--- src/sli_pkg.sv ---
// Constants and types for the status indicator block
package sli_pkg;
    localparam int unsigned CLK_HZ = 125_000_000;
    localparam int unsigned FLASH_ON_MS = 200;
    localparam int unsigned FLASH_GAP_MS = 200;
    localparam int unsigned FLASH_REST_MS = 1000;
    localparam int unsigned BLINK_MS = 200;
    localparam int unsigned GOOD_DARK_MS = 200;
    localparam int unsigned BAD_DARK_MS = 200;
    localparam int unsigned BAD_RED_MS = 200;
    localparam int unsigned MS_CYCLES_INT = CLK_HZ / 1000;
    localparam logic [16:0] MS_CYCLES = 17'(MS_CYCLES_INT);
    localparam int unsigned PATTERN_MS = 2 * FLASH_ON_MS + FLASH_GAP_MS + FLASH_REST_MS;
    localparam logic [10:0] PATTERN_LAST = 11'(PATTERN_MS - 1);
    localparam logic [10:0] SINGLE_OFF_AT = 11'(FLASH_ON_MS);
    localparam logic [10:0] DOUBLE_ON2_AT = 11'(FLASH_ON_MS + FLASH_GAP_MS);
    localparam logic [10:0] DOUBLE_OFF2_AT = 11'(2 * FLASH_ON_MS + FLASH_GAP_MS);
    localparam logic [10:0] BLINK_LEN = 11'(BLINK_MS);
    localparam logic [10:0] SINGLE_LAST = 11'(FLASH_ON_MS + FLASH_REST_MS - 1);
    localparam logic [10:0] BAD_DARK_LEN = 11'(BAD_DARK_MS);
    localparam logic [10:0] BAD_RED_LEN = 11'(BAD_RED_MS);
    localparam logic [10:0] GOOD_DARK_LEN = 11'(GOOD_DARK_MS);
    localparam int unsigned PARAM_WORDS = 16;
    localparam logic [3:0] PARAM_LAST = 4'hf;
    localparam logic [3:0] ADDR_IDX = 4'h0;
    localparam logic [15:0] ADDR_RESET = 16'h0000;
    typedef enum logic [1:0] {SLI_SLAVE_INIT, SLI_SLAVE_PREOP, SLI_SLAVE_SAFEOP,
        SLI_SLAVE_OP} sli_slave_t;
    typedef enum {SLI_PRI_INIT, SLI_PRI_GREEN, SLI_PRI_DARK_GOOD, SLI_PRI_DARK_BAD,
        SLI_PRI_RED_BAD} sli_pri_t;
endpackage : sli_pkg

--- src/sli_flash_gen.sv ---
// Free-running millisecond pattern generator for flash codes
`timescale 1ns/100ps
`default_nettype none
module sli_flash_gen
(
    input wire logic i_clk, // System clock
    input wire logic i_srst, // Sync reset
    output logic o_ms_tick, // One-cycle millisecond pulse
    output logic o_blink, // Even 200/200 blink
    output logic o_single, // Single flash
    output logic o_double // Double flash
);
    import sli_pkg::*;
    logic [16:0] div_ff, nxt_div;
    logic [10:0] ms_ff, nxt_ms;
    logic [10:0] sng_ff, nxt_sng;
    logic [10:0] bl_ff, nxt_bl;
    logic bst_ff, nxt_bst;
    logic tick_ff, nxt_tick;
    logic sgl_ff, nxt_sgl;
    logic dbl_ff, nxt_dbl;
    always_comb
    begin
        nxt_div = div_ff + 17'h00001;
        nxt_tick = 1'b0;
        nxt_ms = ms_ff;
        nxt_sng = sng_ff;
        nxt_bl = bl_ff;
        nxt_bst = bst_ff;
        if (div_ff == MS_CYCLES - 17'h00001)
        begin
            nxt_div = 17'h00000;
            nxt_tick = 1'b1;
            nxt_ms = (ms_ff == PATTERN_LAST) ? 11'h000 : ms_ff + 11'h001;
            nxt_sng = (sng_ff == SINGLE_LAST) ? 11'h000 : sng_ff + 11'h001;
            if (bl_ff == BLINK_LEN - 11'h001)
            begin
                nxt_bl = 11'h000;
                nxt_bst = ~bst_ff;
            end
            else
            begin
                nxt_bl = bl_ff + 11'h001;
            end
        end
        // Single: 200 on, 1000 off; double: 200 on, 200 off, 200 on, 1000 off
        nxt_sgl = sng_ff < SINGLE_OFF_AT; // see RULE13
        nxt_dbl = (ms_ff < SINGLE_OFF_AT) ||
            (ms_ff >= DOUBLE_ON2_AT && ms_ff < DOUBLE_OFF2_AT); // see RULE13
    end
    always_ff @(posedge i_clk)
    begin
        if (i_srst)
        begin
            div_ff <= 17'h00000;
            ms_ff <= 11'h000;
            sng_ff <= 11'h000;
            bl_ff <= 11'h000;
            bst_ff <= 1'b1;
            tick_ff <= 1'b0;
            sgl_ff <= 1'b0;
            dbl_ff <= 1'b0;
        end
        else
        begin
            div_ff <= nxt_div;
            ms_ff <= nxt_ms;
            sng_ff <= nxt_sng;
            bl_ff <= nxt_bl;
            bst_ff <= nxt_bst;
            tick_ff <= nxt_tick;
            sgl_ff <= nxt_sgl;
            dbl_ff <= nxt_dbl;
        end
    end
    assign o_ms_tick = tick_ff;
    assign o_blink = bst_ff; // see RULE13
    assign o_single = sgl_ff;
    assign o_double = dbl_ff;
endmodule // sli_flash_gen
`default_nettype wire

--- src/sli_status_led.sv ---
// Power/read and network status indicator logic with parameter store
`timescale 1ns/100ps
`default_nettype none
// What this block does
// RULE1: Green blink while initialising, then steady green
// RULE2: Good read: brief dark, back to green
// RULE3: No read: dark, red, then green
// RULE4: Network dark when bus inactive or uninitialised
// RULE5: Pre-operational, config valid: green even blink
// RULE6: Safe-operational single green flash; operational steady
// RULE7: Config fault in pre-operational: red blink
// RULE8: Local error: red single flashes
// RULE9: Any watchdog timeout: red double flashes
// RULE10: Bus error: continuous red
// RULE11: Slave states advance in order on master request
// RULE12: Settings and address kept in hood memory
// RULE13: Flash timings 200 on, 200 gap, 1000 rest
// RULE14: Most severe network condition wins
module sli_status_led
(
    input wire logic i_clk, // System clock
    input wire logic i_srst, // Sync reset
    input wire logic i_init_done, // Initialisation complete
    input wire logic i_dev_fault, // Initialisation fault
    input wire logic i_read_good, // Pulse: decode succeeded
    input wire logic i_read_fail, // Pulse: read gate ended without decode
    input wire logic i_bus_active, // Fieldbus initialised and active
    input wire sli_pkg::sli_slave_t i_state_req, // State requested by master
    input wire logic i_state_req_vld, // Pulse: master state request
    input wire logic i_cfg_fault, // Configuration invalid
    input wire logic i_local_err, // Local error, e.g. sync loss
    input wire logic i_wd_pd, // Process data watchdog expired
    input wire logic i_wd_bus, // Bus watchdog expired
    input wire logic i_wd_sm, // Sync manager watchdog expired
    input wire logic i_bus_err, // Bus error, no master link
    input wire logic i_prm_wr, // Pulse: write parameter word
    input wire logic [3:0] i_prm_idx, // Parameter word index
    input wire logic [15:0] i_prm_wdata, // Parameter write data
    input wire logic i_new_reader, // Pulse: replacement reader fitted
    output logic o_pri_green, // Power/read indicator green
    output logic o_pri_red, // Power/read indicator red
    output logic o_net_green, // Network indicator green
    output logic o_net_red, // Network indicator red
    output sli_pkg::sli_slave_t o_slave_state, // Current slave state
    output logic o_state_rej, // Pulse: out-of-order request refused
    output logic o_xfer_vld, // Pulse per transferred word
    output logic [3:0] o_xfer_idx, // Transferred word index
    output logic [15:0] o_xfer_data, // Transferred word
    output logic [15:0] o_net_addr // Stored network address
);
    import sli_pkg::*;

    // =========================================================
    // Flash pattern source
    logic ms_tick;
    logic pat_blink;
    logic pat_single;
    logic pat_double;
    sli_flash_gen u_flash
    (
        .i_clk(i_clk),
        .i_srst(i_srst),
        .o_ms_tick(ms_tick),
        .o_blink(pat_blink),
        .o_single(pat_single),
        .o_double(pat_double)
    );

    // =========================================================
    // Power/read indicator sequencer
    sli_pri_t pri_ff, nxt_pri;
    logic [10:0] pcnt_ff, nxt_pcnt;
    logic pg_ff, nxt_pg;
    logic pr_ff, nxt_pr;
    always_comb
    begin
        nxt_pri = pri_ff;
        nxt_pcnt = ms_tick ? pcnt_ff + 11'h001 : pcnt_ff;
        unique case (pri_ff)
            SLI_PRI_INIT:
            begin
                if (i_init_done && !i_dev_fault)
                begin
                    nxt_pri = SLI_PRI_GREEN; // see RULE1
                end
            end
            SLI_PRI_GREEN:
            begin
                nxt_pcnt = 11'h000;
                if (i_read_fail)
                begin
                    nxt_pri = SLI_PRI_DARK_BAD; // see RULE3
                end
                else if (i_read_good)
                begin
                    nxt_pri = SLI_PRI_DARK_GOOD; // see RULE2
                end
            end
            SLI_PRI_DARK_GOOD:
            begin
                if (pcnt_ff >= GOOD_DARK_LEN)
                begin
                    nxt_pri = SLI_PRI_GREEN; // see RULE2
                end
            end
            SLI_PRI_DARK_BAD:
            begin
                if (pcnt_ff >= BAD_DARK_LEN)
                begin
                    nxt_pri = SLI_PRI_RED_BAD; // see RULE3
                    nxt_pcnt = 11'h000;
                end
            end
            SLI_PRI_RED_BAD:
            begin
                if (pcnt_ff >= BAD_RED_LEN)
                begin
                    nxt_pri = SLI_PRI_GREEN; // see RULE3
                end
            end
        endcase
        nxt_pg = (nxt_pri == SLI_PRI_GREEN) ||
            (nxt_pri == SLI_PRI_INIT && pat_blink); // see RULE1
        nxt_pr = nxt_pri == SLI_PRI_RED_BAD; // see RULE3
    end
    always_ff @(posedge i_clk)
    begin
        if (i_srst)
        begin
            pri_ff <= SLI_PRI_INIT;
            pcnt_ff <= 11'h000;
            pg_ff <= 1'b0;
            pr_ff <= 1'b0;
        end
        else
        begin
            pri_ff <= nxt_pri;
            pcnt_ff <= nxt_pcnt;
            pg_ff <= nxt_pg;
            pr_ff <= nxt_pr;
        end
    end
    assign o_pri_green = pg_ff;
    assign o_pri_red = pr_ff;

    // =========================================================
    // Slave state tracking
    sli_slave_t st_ff, nxt_st;
    logic rej_ff, nxt_rej;
    always_comb
    begin
        nxt_st = st_ff;
        nxt_rej = 1'b0;
        if (!i_bus_active)
        begin
            nxt_st = SLI_SLAVE_INIT;
        end
        else if (i_state_req_vld)
        begin
            // Steps up only one at a time; falling back is always allowed
            if (i_state_req <= st_ff || i_state_req == sli_slave_t'(st_ff + 2'h1))
            begin
                nxt_st = i_state_req; // see RULE11
            end
            else
            begin
                nxt_rej = 1'b1; // see RULE11
            end
        end
    end
    always_ff @(posedge i_clk)
    begin
        if (i_srst)
        begin
            st_ff <= SLI_SLAVE_INIT;
            rej_ff <= 1'b0;
        end
        else
        begin
            st_ff <= nxt_st;
            rej_ff <= nxt_rej;
        end
    end
    assign o_slave_state = st_ff;
    assign o_state_rej = rej_ff;

    // =========================================================
    // Network indicator with severity priority
    logic ng_ff, nxt_ng;
    logic nr_ff, nxt_nr;
    always_comb
    begin
        nxt_ng = 1'b0;
        nxt_nr = 1'b0;
        if (!i_bus_active)
        begin
            nxt_ng = 1'b0; // see RULE4
        end
        else if (i_bus_err)
        begin
            nxt_nr = 1'b1; // see RULE10 RULE14
        end
        else if (i_wd_pd || i_wd_bus || i_wd_sm)
        begin
            nxt_nr = pat_double; // see RULE9 RULE14
        end
        else if (i_local_err)
        begin
            nxt_nr = pat_single; // see RULE8 RULE14
        end
        else if (i_cfg_fault && st_ff == SLI_SLAVE_PREOP)
        begin
            nxt_nr = pat_blink; // see RULE7 RULE14
        end
        else
        begin
            unique case (st_ff)
                SLI_SLAVE_INIT: nxt_ng = 1'b0; // see RULE4
                SLI_SLAVE_PREOP: nxt_ng = pat_blink; // see RULE5
                SLI_SLAVE_SAFEOP: nxt_ng = pat_single; // see RULE6
                SLI_SLAVE_OP: nxt_ng = 1'b1; // see RULE6
            endcase
        end
    end
    always_ff @(posedge i_clk)
    begin
        if (i_srst)
        begin
            ng_ff <= 1'b0;
            nr_ff <= 1'b0;
        end
        else
        begin
            ng_ff <= nxt_ng;
            nr_ff <= nxt_nr;
        end
    end
    assign o_net_green = ng_ff;
    assign o_net_red = nr_ff;

    // =========================================================
    // Hood parameter memory and replacement transfer
    logic [15:0] prm_mem [PARAM_WORDS];
    logic xact_ff, nxt_xact;
    logic [3:0] xidx_ff, nxt_xidx;
    logic xv_ff, nxt_xv;
    logic [3:0] xoi_ff, nxt_xoi;
    logic [15:0] xd_ff, nxt_xd;
    always_ff @(posedge i_clk)
    begin
        if (i_prm_wr)
        begin
            prm_mem[i_prm_idx] <= i_prm_wdata; // see RULE12
        end
    end
    always_comb
    begin
        nxt_xact = xact_ff;
        nxt_xidx = xidx_ff;
        nxt_xv = 1'b0;
        nxt_xoi = xoi_ff;
        nxt_xd = xd_ff;
        if (xact_ff)
        begin
            nxt_xv = 1'b1; // see RULE12
            nxt_xoi = xidx_ff;
            nxt_xd = prm_mem[xidx_ff];
            nxt_xidx = xidx_ff + 4'h1;
            nxt_xact = xidx_ff != PARAM_LAST;
        end
        else if (i_new_reader)
        begin
            nxt_xact = 1'b1;
            nxt_xidx = 4'h0;
        end
    end
    always_ff @(posedge i_clk)
    begin
        if (i_srst)
        begin
            xact_ff <= 1'b0;
            xidx_ff <= 4'h0;
            xv_ff <= 1'b0;
            xoi_ff <= 4'h0;
            xd_ff <= 16'h0000;
        end
        else
        begin
            xact_ff <= nxt_xact;
            xidx_ff <= nxt_xidx;
            xv_ff <= nxt_xv;
            xoi_ff <= nxt_xoi;
            xd_ff <= nxt_xd;
        end
    end
    logic [15:0] addr_ff;
    always_ff @(posedge i_clk)
    begin
        if (i_srst)
        begin
            addr_ff <= ADDR_RESET;
        end
        else if (i_prm_wr && i_prm_idx == ADDR_IDX)
        begin
            addr_ff <= i_prm_wdata; // see RULE12
        end
    end
    assign o_xfer_vld = xv_ff;
    assign o_xfer_idx = xoi_ff;
    assign o_xfer_data = xd_ff;
    assign o_net_addr = addr_ff;
endmodule // sli_status_led
`default_nettype wire

--- config.mk ---
export PLATFORM = sky130hd
export DESIGN_NAME = sli_status_led
export DESIGN_NICKNAME = d
export VERILOG_FILES = /design/src/sli_pkg.sv /design/src/sli_flash_gen.sv /design/src/sli_status_led.sv
export SDC_FILE = /design/constraint.sdc
export NUM_CORES = 1
export LEC_CHECK = 0
export BUFFER_PORTS_ARGS = -buffer_cell sky130_fd_sc_hd__buf_2
export CAP_MARGIN = 30
export CORE_MARGIN = 1
export CORE_UTILIZATION = 65
export CTS_CLUSTER_SIZE = 8
export DETAILED_ROUTE_END_ITERATION = 10
export GPL_ROUTABILITY_DRIVEN = 0
export MAX_ROUTING_LAYER = met4
export PLACE_DENSITY = 0.84
export SLEW_MARGIN = 20
export SYNTH_ARGS = -nofsm -noshare
export SYNTH_HDL_FRONTEND = slang
export SYNTH_SLANG_ARGS = --single-unit
export TNS_END_PERCENT = 30
--- constraint.sdc ---
create_clock -name i_clk -period 5.14 [get_ports i_clk]
set_input_delay 1.028 -clock i_clk [delete_from_list [all_inputs] [get_ports i_clk]]
set_output_delay 1.028 -clock i_clk [all_outputs]
set_load 0.01 [all_outputs]
==> metrics.md <==
| Metric | Value |
|---|---|
| Starting Density | 0.664 |
| Initial DRC count | 944 |
| Drt drc | 0 |
| First-pass GRT wire length | 52,000 um |
| Vias per cell | 6.20 |
| Pleak | approximately 0.006 uW |
| Worst Path Required | 5.63 ns |
| I/O Buffers | between 80 and 90 |
| Initial antenna violation count | 2 |
| Sw frac | 0.213 |
| Row count | 56 |
| Core Region | between 0.02 and 0.025 mm^2 |
| Largest net degree at the start of global routing | 93 |
| Final Max Tran Viols | 0 |
| Root Driver | clkbuf_16 |
| Sequential power share | 0.493 |
| Skew final | 0.0452 ns |
| Final ANT Viol Nets | 0 |
| Switch Pwr | 1530 uW |
| Commonest non-fill, non-tap cell in the layout | edfxtp_1 |
| Synth Flop Type | edfxtp_1 |
| Die Wd | 157 um |
| Fin area | 0.0181 mm^2 |
| Clock latency on the worst-skew pair | between 0.5 and 0.6 ns |
| Comb power frac | 0.039 |
| Crit path capture type | flip-flop |
| Die Y | 157 um |
| Synth warn | 0 |
| Max Root-Sink Buffers | 3 |
| Final #Nets | 1,199 |
| Hold-fix buffers, CTS | 0 |
| Mapped cell area | ~0.016 mm^2 |
| Worst vdd ir | 475 uV |
| H-tree levels | 2 |
| Via Count | a little over 9,000 |
| Sink Count | 402 |
| Setup TNS | 0 ns |
| Fmax | around 350 MHz |
| Post_cts resized | 0 |
| Synth-to-layout area growth | 15.7% |
| Full die area | 0.0247 mm^2 |
| Tmin final | 2.82 ns |
| EDFF count, synth | 256 |
| Relative slew slack | 0.387 |
| Vias in the first global route | 9,243 |
| Status | completed |
| Post-placement cell area | 0.0164 mm^2 |
| DR pass1 iterations | 5 |
| Worst hold path class | flip-flop to flip-flop |
| WL/cell | 22.8 um |
| Max-cap viol count | 0 |
| Period utilization | 0.549 |
| Final setup viols | 0 |
| Most frequent cells in the layout | edfxtp_1 (256), dfxtp_1 (143), nor2_1 (111) |
| Synth unique cells | 58 |
| Critical path class | input pin to flip-flop |
| CTS tree | done |
| Critical-path maximum fanout | 32 |
| Internal cell power | 5650 uW |
| Crit path arrival time | 3.31 ns |
| Avg Cell Area, Syn | 15.2 um^2 |
| Asr flop ratio synth | 0 |
| Startpoint Class | input pin |
| GRT Resource Usage Total | 0.296 |
| # IOs | 82 |
| CTS clk-pin slew, worst paths | 0.05 ns |
| Setup Buffers After CTS | 0 |
| Count of final hold-check violations | 0 |
| Part of the Yosys area used for sequential elements | 0.679 |
| DP Wirelength | 19,400 um |
| RSZ-0062 raised after global routing | no |
| Routed WL | 34,300 um |
| CTS buffer count | 56 |
| Yosys reg bits | 402 |
| Measured slew at the worst slew-check pin | just over 0.9 ns |
| Synthesized Nets | about 1,100 |
| Pwr dens | 397 mW/mm^2 |
| Ratio of cells with drive above 1 in the final layout | 0.222 |
| Clock power share | 0.468 |
| Cells after synthesis | 1,031 |
| Remaining global-route overflow | 0 |
## synth_stat cells, types with 6 or more instances
cell      instances  area share
inv_1            16      0.0038
nand2b_1          6      0.0024
nor2_1          111       0.027
o21ai_0           6      0.0019
xnor2_1          28       0.016
and3_1            6      0.0024
a21oi_1          35       0.011
nor3_1           21      0.0067
xor2_1           26       0.015
mux4_2           80        0.12
dfxtp_1         146        0.19
clkbuf_1         32      0.0077
mux2i_1          23       0.015
edfxtp_1        256        0.49
nand3_1          24      0.0077
ha_1             14       0.011
nand4_1          18      0.0072
nor3b_1          32       0.015
nand2_1          68       0.016
or3_1             8      0.0032
buf_2            12      0.0038
nor4_1           10      0.0040
nor2b_1           7      0.0028
## final timing paths
check / start / endpoint / slack (ns) / cells past startpoint
worst max register to register: xidx_ff[0] / o_xfer_data[0] / 2.39 / 5
worst min register to register: u_flash.o_double / o_net_red / 0.45 / 2
worst max-delay path: i_prm_idx[3] / o_net_addr[1] / 2.32 / 6
worst min-delay path: u_flash.o_double / o_net_red / 0.45 / 2
## power by group through the flow
stage | registers, uW | logic, uW | clock network, uW
2_1_floorplan | 3580 | 182 | 0
3_3_place_gp | 3600 | 252 | 0
3_5_place_dp | 3600 | 262 | 0
4_1_cts | 3550 | 269 | 3400
5_1_grt | 3540 | 299 | 3530
6_report | 3540 | 279 | 3360
## flip-flops by register name, indices dropped and copies added, names as in the netlist, 2 cells and up
name / flops
u_flash.sng_ff: 11
u_flash.div_ff: 17
o_net_addr: 16
u_flash.bl_ff: 11
u_flash.ms_ff: 11
xidx_ff: 4
o_slave_state: 2
prm_mem: 256
pcnt_ff: 11
o_xfer_idx: 4
o_xfer_data: 16
pri_ff: 32
## stage by stage
step	util	setup WS [ns]	total power (uW)	cells	hold slack, ns
finish	0.768	2.32	7180	1508	0.449
global route	0.768	2.18	7370	1508	0.460
CTS	0.765	2.28	7210	1500	0.451
detailed placement	0.696	1.79	3870	1402	0.444
global placement	0.695	1.94	3850	1401	0.431
floorplan	-	2.36	3760	1031	0.418
## final cells by class
class / count / area (um^2)
sequential: 402 / 10600
fill: 1359 / 5450
multi-input combinational: 562 / 4730
clock buffer: 94 / 1540
timing repair buffer: 108 / 647
tap: 319 / 399
clock inverter: 4 / 85.1
inverter: 17 / 63.8
antenna: 2 / 5.00
## cells by family (layout without fill, tap and decap cells)
| family | count (synthesis) | count (layout) | synth area share |
|---|---|---|---|
| adders and majority gates | 15 | 15 | 0.0118 |
| other | 0 | 2 | 0 |
| and+or+nand+nor | 329 | 329 | 0.105 |
| buffers and inverters | 67 | 223 | 0.0198 |
| AOI/OAI and AO/OA | 60 | 60 | 0.0232 |
| xor gates and xnor gates | 54 | 54 | 0.0303 |
| muxes | 104 | 104 | 0.131 |
| DFF | 402 | 402 | 0.679 |
## worst max-delay path: stages
cell and delay (ns):
buf_2 0.13, or3b_1 0.46, or3_1 0.66, inv_2 0.65, nand2_1 0.15, a21oi_1 0.22
## metal layers
layer,track usage,vias to the layer above,wire length (um)
met2,0.485,461,17500
met3,0.0504,100,2570
met4,0.148,0,1320
li1,-,4129,-
met1,0.360,4656,13000
met5,-,-,0
(Power assumes the default switching activity.)
